`config.mk`:
```
export PLATFORM = sky130hd
export DESIGN_NAME = mcupm_pin_mux
export DESIGN_NICKNAME = d
export VERILOG_FILES = /design/src/mcupm_pkg.sv /design/src/mcupm_pin_mux.sv
export SDC_FILE = /design/constraint.sdc
export NUM_CORES = 1
export LEC_CHECK = 0
export ABC_CLOCK_PERIOD_IN_PS = 4500
export BUFFER_PORTS_ARGS = -buffer_cell sky130_fd_sc_hd__buf_4
export CAP_MARGIN = 20
export CORE_UTILIZATION = 40
export CTS_CLUSTER_SIZE = 28
export DETAILED_ROUTE_END_ITERATION = 10
export HOLD_SLACK_MARGIN = 0.02
export MAX_ROUTING_LAYER = met4
export PLACE_DENSITY = 0.69
export SETUP_SLACK_MARGIN = 0.3
export SYNTH_ARGS = -nofsm -noshare
export SYNTH_HDL_FRONTEND = slang
export SYNTH_SLANG_ARGS = --single-unit
export TNS_END_PERCENT = 5
```
`constraint.sdc`:
```
create_clock -name clk -period 4.5 [get_ports clk]
set_input_delay 0.9 -clock clk [delete_from_list [all_inputs] [get_ports clk]]
set_output_delay 0.9 -clock clk [all_outputs]
set_load 0.02 [all_outputs]
```
`src/mcupm_pkg.sv`:
```
// Package: register map, field positions, reset values and timing counts for the pin mux
`default_nettype none
package mcupm_pkg;
  // Port indices into the per-port arrays
  localparam int PORT_NUM  = 6;
  localparam int P_ADDR_LO = 0;
  localparam int P_ADDR_HI = 1;
  localparam int P_DATA    = 2;
  localparam int P_PERIPH  = 3;
  localparam int P_SLV_DAT = 4;
  localparam int P_SLV_CTL = 5;
  localparam int P_ANALOG  = 6;
  // Register byte offsets; port k data at 8k, direction at 8k+4
  localparam logic [7:0] OFS_PORT_BASE  = 8'h00;
  localparam logic [7:0] OFS_PORT_STEP  = 8'h08;
  localparam logic [7:0] OFS_DIR_DELTA  = 8'h04;
  localparam logic [7:0] OFS_ANALOG     = 8'h30;
  localparam logic [7:0] OFS_MISC_MODE  = 8'h34;
  localparam logic [7:0] OFS_PERIPH_FN  = 8'h38;
  localparam logic [7:0] OFS_SLAVE_CTL  = 8'h3C;
  localparam logic [7:0] OFS_STATUS     = 8'h40;
  // Processor mode field of the misc mode register
  localparam int MODE_LSB = 0;
  localparam int MODE_MSB = 1;
  localparam logic [1:0] MODE_SINGLE = 2'h0;
  localparam logic [1:0] MODE_EXPAND = 2'h2;
  // Slave control register fields
  localparam int SLV_EN_BIT  = 0;
  localparam int SLV_INT_LSB = 1;
  localparam int SLV_INT_MSB = 3;
  // Slave control pins: 3..7 bus, 0..2 interrupt
  localparam int SLV_BUS_LSB = 3;
  localparam int SLV_INT_PINS = 3;
  // EPROM mode pin use on the slave data port
  localparam int EP_A14_PIN = 0;
  localparam int EP_OE_PIN  = 1;
  localparam int EP_CE_PIN  = 2;
  localparam int EP_HI_BITS = 6;
  // Reset values
  localparam logic [7:0] PORT_RST = 8'h00;
  localparam logic [7:0] DIR_RST  = 8'h00;
  // Analog port width per package
  localparam logic [7:0] ANALOG_MASK_SMALL = 8'h07;
  localparam logic [7:0] ANALOG_MASK_LARGE = 8'hFF;
  // Timing: clock 250 MHz, strobe width 16 ns
  localparam int CLK_MHZ       = 250;
  localparam int STRB_NS       = 16;
  localparam int STRB_CYC      = (STRB_NS * CLK_MHZ + 999) / 1000;
  localparam int PHI_DIV       = 4;
  localparam int RST_MIN_CYC   = 8;
  localparam int STRAP_WAIT    = 3;
  // Bus cycle states
  typedef enum logic [1:0] {BUS_IDLE, BUS_ADDR, BUS_STRB, BUS_DONE} mcupm_bus_t;
endpackage : mcupm_pkg
`default_nettype wire

```
`src/mcupm_pin_mux.sv`:
```
// Pin function multiplexer and external bus strobes of an 8-bit microcontroller
`default_nettype none
module mcupm_pin_mux (
  input  wire logic        clk,
  input  wire logic        arst_n,
  // Wishbone slave
  input  wire logic        wb_cyc_i,
  input  wire logic        wb_stb_i,
  input  wire logic        wb_we_i,
  input  wire logic [7:0]  wb_adr_i,
  input  wire logic [31:0] wb_dat_i,
  input  wire logic [3:0]  wb_sel_i,
  output logic             wb_ack_o,
  output logic      [31:0] wb_dat_o,
  // Core external bus request
  input  wire logic        core_req,
  input  wire logic        core_we,
  input  wire logic        core_fetch,
  input  wire logic [15:0] core_addr,
  input  wire logic [7:0]  core_wdata,
  output logic      [7:0]  core_rdata,
  output logic             core_done,
  // Alternate functions of the peripheral port and slave bus
  input  wire logic [7:0]  periph_alt_out,
  input  wire logic [7:0]  periph_alt_oe,
  input  wire logic [7:0]  slave_bus_dout,
  input  wire logic        slave_bus_oe,
  output logic      [4:0]  slave_ctl_in,
  output logic      [2:0]  ext_int,
  // Straps
  input  wire logic        processor_mode_pin,
  input  wire logic        eprom_mode_pin,
  input  wire logic        large_package_pin,
  // EPROM array access
  input  wire logic [7:0]  eprom_rdata,
  output logic      [14:0] eprom_addr,
  output logic      [7:0]  eprom_wdata,
  output logic             eprom_wr,
  // Port pins
  input  wire logic [7:0]  address_low_port_i,
  output logic      [7:0]  address_low_port_o,
  output logic      [7:0]  address_low_port_oe,
  input  wire logic [7:0]  address_high_port_i,
  output logic      [7:0]  address_high_port_o,
  output logic      [7:0]  address_high_port_oe,
  input  wire logic [7:0]  data_bus_port_i,
  output logic      [7:0]  data_bus_port_o,
  output logic      [7:0]  data_bus_port_oe,
  input  wire logic [7:0]  peripheral_port_i,
  output logic      [7:0]  peripheral_port_o,
  output logic      [7:0]  peripheral_port_oe,
  input  wire logic [7:0]  slave_data_port_i,
  output logic      [7:0]  slave_data_port_o,
  output logic      [7:0]  slave_data_port_oe,
  input  wire logic [7:0]  slave_control_port_i,
  output logic      [7:0]  slave_control_port_o,
  output logic      [7:0]  slave_control_port_oe,
  input  wire logic [7:0]  analog_input_port,
  output logic             timing_clk,
  output logic             fetch_flag,
  output logic             rw_dir,
  output logic             rd_n,
  output logic             wr_n,
  output logic             peripheral_reset_drive
);
  logic [7:0] pin_raw [7];
  logic [7:0] pin_s1  [7];
  logic [7:0] pin    [7];
  logic [2:0] strap_s1;
  logic [2:0] strap;
  logic [7:0] port_reg [mcupm_pkg::PORT_NUM];
  logic [7:0] dir_reg  [mcupm_pkg::PORT_NUM];
  logic [7:0] nxt_o    [mcupm_pkg::PORT_NUM];
  logic [7:0] nxt_oe   [mcupm_pkg::PORT_NUM];
  logic [7:0] pin_o    [mcupm_pkg::PORT_NUM];
  logic [7:0] pin_oe   [mcupm_pkg::PORT_NUM];
  logic [1:0] mode;
  logic [7:0] periph_fn;
  logic [3:0] slave_ctl;
  logic [1:0] strap_cnt;
  logic       strap_done;
  logic [1:0] phi_cnt;
  logic [7:0] strb_cnt;
  mcupm_pkg::mcupm_bus_t bus_state;
  logic [15:0] bus_addr;
  logic [7:0]  bus_wdata;
  logic        bus_we;
  logic        bus_fetch;
  logic        wb_hit;
  logic [31:0] next_rdata;
  logic        eprom_mode;
  logic        single_chip;
  logic        slave_en;

  assign pin_raw[mcupm_pkg::P_ADDR_LO] = address_low_port_i;
  assign pin_raw[mcupm_pkg::P_ADDR_HI] = address_high_port_i;
  assign pin_raw[mcupm_pkg::P_DATA]    = data_bus_port_i;
  assign pin_raw[mcupm_pkg::P_PERIPH]  = peripheral_port_i;
  assign pin_raw[mcupm_pkg::P_SLV_DAT] = slave_data_port_i;
  assign pin_raw[mcupm_pkg::P_SLV_CTL] = slave_control_port_i;
  assign pin_raw[mcupm_pkg::P_ANALOG]  = analog_input_port;
  assign eprom_mode  = strap[1];
  assign single_chip = (mode == mcupm_pkg::MODE_SINGLE) && !eprom_mode;
  assign slave_en    = slave_ctl[mcupm_pkg::SLV_EN_BIT];
  assign wb_hit      = wb_cyc_i && wb_stb_i && !wb_ack_o;

  // Two-stage synchronisers for every pin and strap
  always_ff @(posedge clk or negedge arst_n)
  begin
    if (!arst_n)
    begin
      for (int k = 0; k < 7; k++)
      begin
        pin_s1[k] <= 8'h00;
        pin[k]    <= 8'h00;
      end
      strap_s1 <= 3'h0;
      strap    <= 3'h0;
    end
    else
    begin
      for (int k = 0; k < 7; k++)
      begin
        pin_s1[k] <= pin_raw[k];
        pin[k]    <= pin_s1[k];
      end
      strap_s1 <= {large_package_pin, eprom_mode_pin, processor_mode_pin};
      strap    <= strap_s1;
    end
  end

  // reset sequencing after release
  // Strap capture waits for the synchroniser to fill, then ends reset drive
  always_ff @(posedge clk or negedge arst_n)
  begin
    if (!arst_n)
    begin
      strap_cnt  <= 2'h0;
      strap_done <= 1'b0;
    end
    else if (!strap_done)
    begin
      strap_cnt  <= strap_cnt + 2'h1;
      strap_done <= (strap_cnt == 2'(mcupm_pkg::STRAP_WAIT - 1));
    end
  end

  // peripheral reset drive
  // High through reset and strap capture; also held high in EPROM mode
  always_ff @(posedge clk or negedge arst_n)
  begin
    if (!arst_n)
      peripheral_reset_drive <= 1'b1;
    else
      peripheral_reset_drive <= !strap_done || eprom_mode;
  end

  always_ff @(posedge clk or negedge arst_n)
  begin
    if (!arst_n)
    begin
      phi_cnt    <= 2'h0;
      timing_clk <= 1'b0;
    end
    else
    begin
      phi_cnt    <= phi_cnt + 2'h1;
      timing_clk <= phi_cnt[1];
    end
  end

  // Bus cycle sequencer; a request is taken only in idle outside single-chip mode
  always_ff @(posedge clk or negedge arst_n)
  begin
    if (!arst_n)
    begin
      bus_state <= mcupm_pkg::BUS_IDLE;
      bus_addr  <= 16'h0000;
      bus_wdata <= 8'h00;
      bus_we    <= 1'b0;
      bus_fetch <= 1'b0;
      strb_cnt  <= 8'h00;
      core_rdata <= 8'h00;
      core_done <= 1'b0;
    end
    else
    begin
      core_done <= (bus_state == mcupm_pkg::BUS_STRB) && (strb_cnt == 8'h00);
      unique case (bus_state)
        mcupm_pkg::BUS_IDLE:
          if (core_req && strap_done && !single_chip && !eprom_mode)
          begin
            bus_state <= mcupm_pkg::BUS_ADDR;
            bus_addr  <= core_addr;
            bus_wdata <= core_wdata;
            bus_we    <= core_we;
            bus_fetch <= core_fetch && !core_we;
          end
        mcupm_pkg::BUS_ADDR:
        begin
          bus_state <= mcupm_pkg::BUS_STRB;
          strb_cnt  <= 8'(mcupm_pkg::STRB_CYC - 1);
        end
        mcupm_pkg::BUS_STRB:
          if (strb_cnt == 8'h00)
          begin
            bus_state  <= mcupm_pkg::BUS_DONE;
            core_rdata <= bus_we ? core_rdata : pin[mcupm_pkg::P_DATA];
          end
          else
            strb_cnt <= strb_cnt - 8'h01;
        mcupm_pkg::BUS_DONE:
          bus_state <= mcupm_pkg::BUS_IDLE;
      endcase
    end
  end

  // Bus strobes, registered from the sequencer state
  always_ff @(posedge clk or negedge arst_n)
  begin
    if (!arst_n)
    begin
      rw_dir     <= 1'b1;
      rd_n       <= 1'b1;
      wr_n       <= 1'b1;
      fetch_flag <= 1'b0;
    end
    else if (eprom_mode)
    begin
      rw_dir     <= 1'b1;
      rd_n       <= 1'b1;
      wr_n       <= 1'b1;
      fetch_flag <= 1'b0;
    end
    else
    begin
      rw_dir     <= !((bus_state != mcupm_pkg::BUS_IDLE) && bus_we);
      rd_n       <= !((bus_state == mcupm_pkg::BUS_STRB) && !bus_we);
      wr_n       <= !((bus_state == mcupm_pkg::BUS_STRB) && bus_we);
      // fetch flag only for opcode reads
      fetch_flag <= (bus_state != mcupm_pkg::BUS_IDLE) && bus_fetch;
    end
  end

  // Pin drive selection per port
  always_comb
  begin
    for (int k = 0; k < mcupm_pkg::PORT_NUM; k++)
    begin
      nxt_o[k]  = port_reg[k];
      nxt_oe[k] = dir_reg[k];
    end
    for (int b = 0; b < 8; b++)
      if (periph_fn[b])
      begin
        nxt_o[mcupm_pkg::P_PERIPH][b]  = periph_alt_out[b];
        nxt_oe[mcupm_pkg::P_PERIPH][b] = periph_alt_oe[b];
      end
    if (slave_en)
    begin
      nxt_o[mcupm_pkg::P_SLV_DAT]  = slave_bus_dout;
      nxt_oe[mcupm_pkg::P_SLV_DAT] = {8{slave_bus_oe}};
      nxt_oe[mcupm_pkg::P_SLV_CTL][7:mcupm_pkg::SLV_BUS_LSB] = 5'h00;
    end
    if (eprom_mode)
    begin
      // EPROM pins: address in, data out on read
      for (int k = 0; k < mcupm_pkg::PORT_NUM; k++)
        nxt_oe[k] = 8'h00;
      nxt_o[mcupm_pkg::P_DATA]  = eprom_rdata;
      nxt_oe[mcupm_pkg::P_DATA] = {8{!pin[mcupm_pkg::P_SLV_DAT][mcupm_pkg::EP_CE_PIN]
                                    && !pin[mcupm_pkg::P_SLV_DAT][mcupm_pkg::EP_OE_PIN]}};
    end
    else if (!single_chip)
    begin
      nxt_o[mcupm_pkg::P_ADDR_LO]  = bus_addr[7:0];
      nxt_oe[mcupm_pkg::P_ADDR_LO] = 8'hFF;
      nxt_o[mcupm_pkg::P_ADDR_HI]  = bus_addr[15:8];
      nxt_oe[mcupm_pkg::P_ADDR_HI] = 8'hFF;
      // data port driven only for writes
      nxt_o[mcupm_pkg::P_DATA]  = bus_wdata;
      nxt_oe[mcupm_pkg::P_DATA] = {8{(bus_state != mcupm_pkg::BUS_IDLE) && bus_we}};
    end
  end

  // Registered pin outputs; in single-chip mode port, direction, periph_fn and slave_ctl registers steer them
  // plain I/O in single-chip mode
  always_ff @(posedge clk or negedge arst_n)
  begin
    if (!arst_n)
      for (int k = 0; k < mcupm_pkg::PORT_NUM; k++)
      begin
        pin_o[k]  <= 8'h00;
        pin_oe[k] <= 8'h00;
      end
    else
      for (int k = 0; k < mcupm_pkg::PORT_NUM; k++)
      begin
        pin_o[k]  <= nxt_o[k];
        pin_oe[k] <= nxt_oe[k];
      end
  end

  assign address_low_port_o    = pin_o[mcupm_pkg::P_ADDR_LO];
  assign address_low_port_oe   = pin_oe[mcupm_pkg::P_ADDR_LO];
  assign address_high_port_o   = pin_o[mcupm_pkg::P_ADDR_HI];
  assign address_high_port_oe  = pin_oe[mcupm_pkg::P_ADDR_HI];
  assign data_bus_port_o       = pin_o[mcupm_pkg::P_DATA];
  assign data_bus_port_oe      = pin_oe[mcupm_pkg::P_DATA];
  assign peripheral_port_o     = pin_o[mcupm_pkg::P_PERIPH];
  assign peripheral_port_oe    = pin_oe[mcupm_pkg::P_PERIPH];
  assign slave_data_port_o     = pin_o[mcupm_pkg::P_SLV_DAT];
  assign slave_data_port_oe    = pin_oe[mcupm_pkg::P_SLV_DAT];
  assign slave_control_port_o  = pin_o[mcupm_pkg::P_SLV_CTL];
  assign slave_control_port_oe = pin_oe[mcupm_pkg::P_SLV_CTL];

  // Slave control inputs, enabled interrupt pins and EPROM address capture
  always_ff @(posedge clk or negedge arst_n)
  begin
    if (!arst_n)
    begin
      slave_ctl_in <= 5'h00;
      ext_int      <= 3'h0;
      eprom_addr   <= 15'h0000;
      eprom_wdata  <= 8'h00;
      eprom_wr     <= 1'b0;
    end
    else
    begin
      // master control bus and interrupt pins
      slave_ctl_in <= slave_en ? pin[mcupm_pkg::P_SLV_CTL][7:mcupm_pkg::SLV_BUS_LSB] : 5'h00;
      ext_int      <= pin[mcupm_pkg::P_SLV_CTL][mcupm_pkg::SLV_INT_PINS-1:0]
                      & slave_ctl[mcupm_pkg::SLV_INT_MSB:mcupm_pkg::SLV_INT_LSB];
      // 8 + 6 address bits plus A14
      eprom_addr   <= {pin[mcupm_pkg::P_SLV_DAT][mcupm_pkg::EP_A14_PIN],
                       pin[mcupm_pkg::P_ADDR_HI][mcupm_pkg::EP_HI_BITS-1:0],
                       pin[mcupm_pkg::P_ADDR_LO]};
      eprom_wdata  <= pin[mcupm_pkg::P_DATA];
      eprom_wr     <= eprom_mode && !pin[mcupm_pkg::P_SLV_DAT][mcupm_pkg::EP_CE_PIN]
                      && pin[mcupm_pkg::P_SLV_DAT][mcupm_pkg::EP_OE_PIN];
    end
  end

  // Register file writes; byte lane 0 carries all 8-bit registers
  always_ff @(posedge clk or negedge arst_n)
  begin
    if (!arst_n)
    begin
      for (int k = 0; k < mcupm_pkg::PORT_NUM; k++)
      begin
        port_reg[k] <= mcupm_pkg::PORT_RST;
        dir_reg[k]  <= mcupm_pkg::DIR_RST;
      end
      mode      <= mcupm_pkg::MODE_SINGLE;
      periph_fn <= 8'h00;
      slave_ctl <= 4'h0;
    end
    else
    begin
      // mode pin sampled once after reset
      if (!strap_done && strap_cnt == 2'(mcupm_pkg::STRAP_WAIT - 1))
        mode <= strap[0] ? mcupm_pkg::MODE_EXPAND : mcupm_pkg::MODE_SINGLE;
      else if (wb_hit && wb_we_i && wb_sel_i[0])
      begin
        for (int k = 0; k < mcupm_pkg::PORT_NUM; k++)
        begin
          if (wb_adr_i == 8'(mcupm_pkg::OFS_PORT_BASE + k * mcupm_pkg::OFS_PORT_STEP))
            port_reg[k] <= wb_dat_i[7:0];
          if (wb_adr_i == 8'(mcupm_pkg::OFS_PORT_BASE + k * mcupm_pkg::OFS_PORT_STEP
                             + mcupm_pkg::OFS_DIR_DELTA))
            dir_reg[k] <= wb_dat_i[7:0];
        end
        if (wb_adr_i == mcupm_pkg::OFS_MISC_MODE)
          mode <= wb_dat_i[mcupm_pkg::MODE_MSB:mcupm_pkg::MODE_LSB];
        if (wb_adr_i == mcupm_pkg::OFS_PERIPH_FN)
          periph_fn <= wb_dat_i[7:0];
        if (wb_adr_i == mcupm_pkg::OFS_SLAVE_CTL)
          slave_ctl <= wb_dat_i[3:0];
      end
    end
  end

  // Read mux; unmapped addresses read zero
  always_comb
  begin
    next_rdata = 32'h0000_0000;
    for (int k = 0; k < mcupm_pkg::PORT_NUM; k++)
    begin
      if (wb_adr_i == 8'(mcupm_pkg::OFS_PORT_BASE + k * mcupm_pkg::OFS_PORT_STEP))
        next_rdata[7:0] = (port_reg[k] & dir_reg[k]) | (pin[k] & ~dir_reg[k]);
      if (wb_adr_i == 8'(mcupm_pkg::OFS_PORT_BASE + k * mcupm_pkg::OFS_PORT_STEP
                         + mcupm_pkg::OFS_DIR_DELTA))
        next_rdata[7:0] = dir_reg[k];
    end
    if (wb_adr_i == mcupm_pkg::OFS_ANALOG)
      next_rdata[7:0] = pin[mcupm_pkg::P_ANALOG] & (strap[2] ? mcupm_pkg::ANALOG_MASK_LARGE
                                                            : mcupm_pkg::ANALOG_MASK_SMALL);
    if (wb_adr_i == mcupm_pkg::OFS_MISC_MODE)
      next_rdata[1:0] = mode;
    if (wb_adr_i == mcupm_pkg::OFS_PERIPH_FN)
      next_rdata[7:0] = periph_fn;
    if (wb_adr_i == mcupm_pkg::OFS_SLAVE_CTL)
      next_rdata[3:0] = slave_ctl;
    if (wb_adr_i == mcupm_pkg::OFS_STATUS)
      next_rdata[4:0] = {bus_state != mcupm_pkg::BUS_IDLE, strap_done, strap};
  end

  // Single-wait-state Wishbone answer
  always_ff @(posedge clk or negedge arst_n)
  begin
    if (!arst_n)
    begin
      wb_ack_o <= 1'b0;
      wb_dat_o <= 32'h0000_0000;
    end
    else
    begin
      wb_ack_o <= wb_hit;
      wb_dat_o <= wb_hit ? next_rdata : 32'h0000_0000;
    end
  end

  // Period of four clocks, two high and two low, judged from the pin alone
  a_phi_divide: assert property (@(posedge clk) disable iff (!arst_n)
    $rose(timing_clk) |-> ##1 timing_clk ##1 !timing_clk ##1 !timing_clk ##1 timing_clk)
    else $error("timing clock wrong");
  a_fetch_read: assert property (@(posedge clk) disable iff (!arst_n)
    fetch_flag |-> rw_dir) else $error("fetch flag during write");
  a_write_dir: assert property (@(posedge clk) disable iff (!arst_n)
    !wr_n |-> !rw_dir) else $error("write strobe with read direction");
  a_rd_wr_excl: assert property (@(posedge clk) disable iff (!arst_n)
    !(!rd_n && !wr_n)) else $error("both strobes low");
  a_strobe_width: assert property (@(posedge clk) disable iff (!arst_n)
    $fell(wr_n) |-> !wr_n [*4] ##1 wr_n) else $error("write strobe width");
  a_eprom_levels: assert property (@(posedge clk) disable iff (!arst_n)
    $past(eprom_mode) && eprom_mode |-> rd_n && wr_n && rw_dir && !fetch_flag
    && peripheral_reset_drive) else $error("EPROM output levels");
  a_single_addr: assert property (@(posedge clk) disable iff (!arst_n)
    $past(single_chip) |-> address_low_port_oe == $past(dir_reg[0])) else $error("addr port");
  a_expand_addr: assert property (@(posedge clk) disable iff (!arst_n)
    $past(!single_chip && !eprom_mode) |-> address_low_port_oe == 8'hFF
    && address_high_port_o == $past(bus_addr[15:8])) else $error("address not driven");
  a_reset_drive: assert property (@(posedge clk) disable iff (!arst_n)
    $past(!strap_done) |-> peripheral_reset_drive) else $error("reset drive dropped early");
  a_done_pulse: assert property (@(posedge clk) disable iff (!arst_n)
    core_done |-> ##1 !core_done) else $error("done longer than one cycle");
endmodule : mcupm_pin_mux
`default_nettype wire

```
==> results of run 1 <==
## cell families (layout without fill, tap and decap cells)
| family | Yosys count | after routing |
|---|---|---|
| other | 1 | 27 |
| DFF | 421 | 421 |
| muxes | 193 | 193 |
| buffers and inverters | 103 | 420 |
| and+or+nand+nor | 304 | 304 |
| adders and majority gates | 6 | 6 |
| xor gates and xnor gates | 4 | 4 |
| AOI/OAI and AO/OA | 189 | 189 |
## worst min path at each step
stage	start	end
4_1_cts	arst_n	port_reg[17]
3_5_place_dp	pin_s1[24]	pin[24]
3_3_place_gp	pin_s1[43]	pin[43]
5_1_grt	arst_n	peripheral_port_o[4]
6_report	arst_n	peripheral_port_oe[4]
2_1_floorplan	pin_s1[0]	pin[0]
## per-layer routing
metal / wire, um / track usage (%) / share of wire (%)
met1: 19500 / 30.6 / 44
met2: 21000 / 34.8 / 47
met3: 2820 / 4.43 / 6.3
met4: 1470 / 8.74 / 3.3
met5: 0 / - / 0
## critical path, cell delays in order
cell     delay (ns)
buf_4          0.32
nor4b_4        0.86
nand3_1        0.61
mux2_2         0.45
## metrics by stage
step | instance area (um^2) | total power [mW]
6_report | 20300 | 9.18
5_1_grt | 20300 | 9.55
4_1_cts | 20300 | 9.27
3_5_place_dp | 18700 | 5.43
3_3_place_gp | 18700 | 5.38
2_1_floorplan | 16100 | 4.90
## report_power, final
group	internal [mW]	switching [mW]
Sequential	4.11	0.165
Clock	2.28	1.54
Combinational	0.462	0.620
Total	6.85	2.32
## cell usage in the layout, fill, tap and decap left out, types with 11 or more instances in the layout
cell type,n
mux2i_1,35
conb_1,24
clkbuf_16,46
buf_4,309
a31oi_1,11
dfrtp_1,416
o21ai_0,68
nand2b_1,14
mux2_2,148
a21oi_1,41
inv_1,23
nor2_1,82
nand3_1,19
nand2_1,115
clkbuf_8,13
and2_1,16
## cell type report
type                            instances  area [um^2]  area share, %
Clock inverter                         18          213           1.05
Tap cell                              518          648           3.20
Sequential cell                       421        10500           52.0
Inverter                               23         86.3          0.426
Antenna cell                            3         7.51         0.0370
Multi-Input combinational cell        720         5020           24.8
Timing Repair Buffer                  313         2390           11.8
Clock buffer                           66         1360           6.69
==> flow_summary.json, run 1 <==
{
  "pin_count": 344,
  "grtUsageTotal_pct": 23.0,
  "area_growth_pct": 26.8,
  "fmax_mhz": 360,
  "fin_skew_ns": 0.0294,
  "synthFlopType": "dfrtp_1",
  "routedWlPerCell_um": 21.5,
  "yosys_warnings": 0,
  "path_clk_slew_ns": 0.06,
  "outcome": "complete, no violations",
  "leakagePower_nw": 9.96,
  "fin_util_pct": 52.0,
  "insertion_delay_ns": 0.59,
  "place_congestion": 0.961,
  "vias": 10648,
  "drc": 0,
  "r2r_end": "bus_addr[13]",
  "setup_tns_ns": 0,
  "path_class": "in2reg",
  "rrSetupSlack_ns": 2.00,
  "drive_above_1_share_pct": 36.0,
  "drt_iter0_drc": 661,
  "synth_common_cells": "dfrtp_1 (417), mux2_2 (148), nand2_1 (115)",
  "tightest_slew_ns": 0.986,
  "slew_headroom_pct": 34.0,
  "power_density_nw_per_um2": 453,
  "fin_cells": 2082,
  "ys_ff_latch": 421,
  "r2r_start": "mode[1]",
  "ant_nets": 0,
  "grt_pass1_vias": 10954,
  "cts_tree": "yes",
  "antenna_found_initial": 3,
  "dieArea_um2": 40800,
  "die_y_um": 202,
  "critPathMaxFanout": 79,
  "cts.sinks": 421,
  "synth.top_cell.area_share_pct": 65.3,
  "cp_data_arrival_time_ns": 3.24,
  "cts_resized": 0,
  "setup_viol": 0,
  "synth_edf_count": 0,
  "startpoint_type": "input pin",
  "cts_buffers": 46,
  "whs_ns": 0.249,
  "drv_cap": 0,
  "synthesis.area_um2": 16000,
  "firstDrtPassIters": 5,
  "hold_violations": 0,
  "place_ws_ns": 1.31,
  "synth-compound-area-share_pct": 7.34,
  "hpwl_um": 31800,
  "yosysTopAreaCell": "dfrtp_1",
  "synthCells": 1221,
  "dieWidth_um": 202,
  "async_flop_share_pct": 100,
  "synth_top_family_by_area": "multiplexers",
  "muxShareOfSynthArea_pct": 13.3,
  "synth_area_leaders": "dfrtp_1 (65%), mux2_2 (10%), nand2_1 (2.7%), mux2i_1 (2.2%), o21ai_0 (2.1%)",
  "drt_wl_total_um": 44800,
  "report.final.slew_viol_count": 0,
  "setup.worst_path.end": "nxt_o[5]",
  "setup_ws_ns": 1.73,
  "initial_core_util_pct": 41.0,
  "synth_fa_ha_area_share_pct": 0.470,
  "post-route-min-period_ns": 2.77,
  "final_nets": 1699,
  "vias_per_cell": 5.11,
  "grt_pass1_wl_um": 67600,
  "hold_path_class": "in2async",
  "postCtsHoldBufs": 0,
  "cp-end-kind": "flop",
  "grt_max_degree": 99,
  "dp_cells": 1995,
  "htree_levels": 2,
  "core_area_um2": 39000,
  "post_cts_buffers": 0,
  "portBuffers": 292,
  "synth_xor_area_share_pct": 0.219,
  "peakVddDrop_mv": 0.368,
  "globalRouteOverflowTotal": 0,
  "cts-root-to-sink-buffers": 3,
  "fp-row-count": 72,
  "synth_area_per_cell_um2": 13.1,
  "rsz0062_at_grt": "false",
  "reg2reg_depth": 7,
  "critPathLaunch": "wb_adr_i[2]",
  "yosysMostFrequentCell": "dfrtp_1",
  "post-route-period-util_pct": 61.7,
  "synth.distinct_cells": 73,
  "cts-root-buf": "clkbuf_16",
  "fillers": 3388,
  "yosys.area_share.simple_pct": 9.41,
  "ys_seq_area_share_pct": 66.0,
  "cp.required_ns": 4.96
}
No activity file was read; power rests on OpenSTA's default activity.
==> run 2: changes to the inputs <==
--- a/config.mk
+++ b/config.mk
@@ -5,7 +5,7 @@
 export SDC_FILE = /design/constraint.sdc
 export NUM_CORES = 1
 export LEC_CHECK = 0
-export ABC_CLOCK_PERIOD_IN_PS = 4500
+export ABC_CLOCK_PERIOD_IN_PS = 2620
 export BUFFER_PORTS_ARGS = -buffer_cell sky130_fd_sc_hd__buf_4
 export CAP_MARGIN = 20
 export CORE_UTILIZATION = 40
==> constraint.sdc (replaced) <==
create_clock -name clk -period 2.62 [get_ports clk]
set_input_delay 0.524 -clock clk [delete_from_list [all_inputs] [get_ports clk]]
set_output_delay 0.524 -clock clk [all_outputs]
set_load 0.02 [all_outputs]
==> flow_summary.json, run 2 (synthesis gave the netlist of run 1 again) <==
{
  "setup_viol": 0,
  "firstDrtPassIters": 5,
  "drt_iter0_drc": 743,
  "path_buf_inv": 2,
  "path_clk_slew_ns": 0.06,
  "grt_max_degree": 72,
  "hold_path_class": "in2reg",
  "globalRouteOverflowTotal": 0,
  "layout.cells.most_common": "dfrtp_1",
  "crit_slowest_cell": "mux2_2",
  "vias_per_cell": 5.13,
  "startpoint_type": "flop",
  "grtUsageTotal_pct": 23.5,
  "portBuffers": 292,
  "cp.depth": 7,
  "routedWlPerCell_um": 21.9,
  "hpwl_um": 32800,
  "dieArea_um2": 40800,
  "tightest_slew_ns": 0.614,
  "slew_headroom_pct": 58.7,
  "whs_path_depth": 1,
  "peakVddDrop_mv": 0.539,
  "place_congestion": 0.901,
  "vias": 10794,
  "path_class": "reg2reg",
  "pin_count": 344,
  "cts_tree": "yes",
  "reg2reg_depth": 7,
  "fin_skew_ns": 0.0296,
  "leakagePower_nw": 10.1,
  "outcome": "complete, no violations",
  "initial_core_util_pct": 41.0,
  "final_cell_mix": "dfrtp_1 (416), buf_4 (327), mux2_2 (148), nand2_1 (115), nor2_1 (82)",
  "power_density_nw_per_um2": 773,
  "area_growth_pct": 28.6,
  "critPathMaxFanout": 10,
  "cts.sinks": 421,
  "cts-root-buf": "clkbuf_16",
  "setup_tns_ns": 0,
  "rrSetupSlack_ns": 0.29,
  "htree_levels": 2,
  "cts-root-to-sink-buffers": 3,
  "fin_area_um2": 20600,
  "cp.required_ns": 3.07,
  "report.final.slew_viol_count": 0,
  "antenna_found_initial": 1,
  "post-route-min-period_ns": 2.33,
  "drc": 0,
  "fp-row-count": 72,
  "drv_cap": 0,
  "die_y_um": 202,
  "max_stage_delay_ns": 0.43,
  "post-route-period-util_pct": 89.1,
  "crit_family": "simple AND/OR/NAND/NOR gates",
  "dieWidth_um": 202,
  "ant_nets": 0,
  "cp-end-kind": "flop",
  "hold_violations": 0,
  "cts_buffers": 44,
  "core_area_um2": 39000,
  "drt_wl_total_um": 46000,
  "drive_above_1_share_pct": 36.7,
  "grt_pass1_vias": 11320,
  "crit_chain": "inv_1 -> ha_1 -> nor2b_1 -> nor4_4 -> buf_4 -> nand3_1 -> mux2_2",
  "rsz0062_at_grt": "true",
  "grt_pass1_wl_um": 69400,
  "insertion_delay_ns": 0.58,
  "placedInstanceArea_um2": 18900,
  "fmax_mhz": 428,
  "cp_data_arrival_time_ns": 2.78,
  "final_nets": 1728
}
==> run 2: cell types whose count changed in the layout (fill, tap and decap cells not counted), moves of 2 or more <==
| cell | previous run | this run |
|---|---|---|
| clkinv_8 | 2 | 0 |
| nand3_1 | 19 | 16 |
| clkinv_2 | 5 | 9 |
| clkbuf_8 | 13 | 5 |
| clkinvlp_4 | 4 | 2 |
| nand3_2 | 1 | 4 |
| dlygate4sd3_1 | 0 | 10 |
| buf_4 | 309 | 327 |
| clkbuf_1 | 7 | 5 |
| buf_12 | 3 | 6 |
| bufinv_16 | 3 | 8 |
==> run 2: timing repair <==
item | CTS | global route
buffers inserted | 0 | 0
setup endpoints to repair | 46 | 83
endpoints found under the hold margin | 71 | 0
gates resized for setup | 1 | 3
hold buffers | 10 | 0
==> run 2: metal layers <==
metal,track usage (%),up-vias,wire [um],share of wire [%]
li1,-,4854,-,-
met5,-,-,0,0
met1,31.8,5514,20300,44
met3,4.84,78,2960,6.4
met4,8.74,0,1430,3.1
met2,35.1,348,21400,46
==> run 2: report_power, final <==
part	switching [mW]	internal, mW
clock	2.57	4.07
sequential	0.286	7.05
combinational	1.08	0.828
==> run 2: layout make-up <==
class / count / area (um^2)
Tap cell: 518 / 648
Clock buffer: 55 / 1210
Multi-Input combinational cell: 720 / 5040
Clock inverter: 22 / 327
Sequential cell: 421 / 10500
Antenna cell: 3 / 7.51
Fill cell: 3323 / 18500
Timing Repair Buffer: 344 / 2690
Inverter: 23 / 86.3
==> run 2: final timing paths <==
kind | from | endpoint
worst max-delay path | strap_cnt[0] | port_reg[27]
min in group asynchronous | arst_n | dir_reg[12]
worst min register to register | pin_s1[12] | pin[12]
worst max register to register | strap_cnt[0] | port_reg[27]
worst min-delay path | data_bus_port_i[2] | pin_s1[34]
max in group asynchronous | arst_n | dir_reg[19]
==> run 2: metrics by stage <==
step | utilization [%] | setup WS (ns) | hold slack, ns | cells | total power, mW
after floorplan | - | 0.583 | 0.228 | 1244 | 8.41
after global placement | 48.4 | 0.234 | 0.332 | 2016 | 9.28
after detailed placement | 48.4 | 0.139 | 0.335 | 2016 | 9.35
after CTS | 52.6 | 0.223 | 0.0202 | 2103 | 16.1
after global routing | 52.7 | 0.174 | 0.0292 | 2104 | 16.5
final | 52.7 | 0.285 | 0.0475 | 2106 | 15.9
==> run 2: worst reg2reg max path, stage by stage, from the launching register on <==
cell	delay (ns)
dfrtp_1	0.37
inv_1	0.05
ha_1	0.19
nor2b_1	0.19
nor4_4	0.32
buf_4	0.27
nand3_1	0.41
mux2_2	0.43
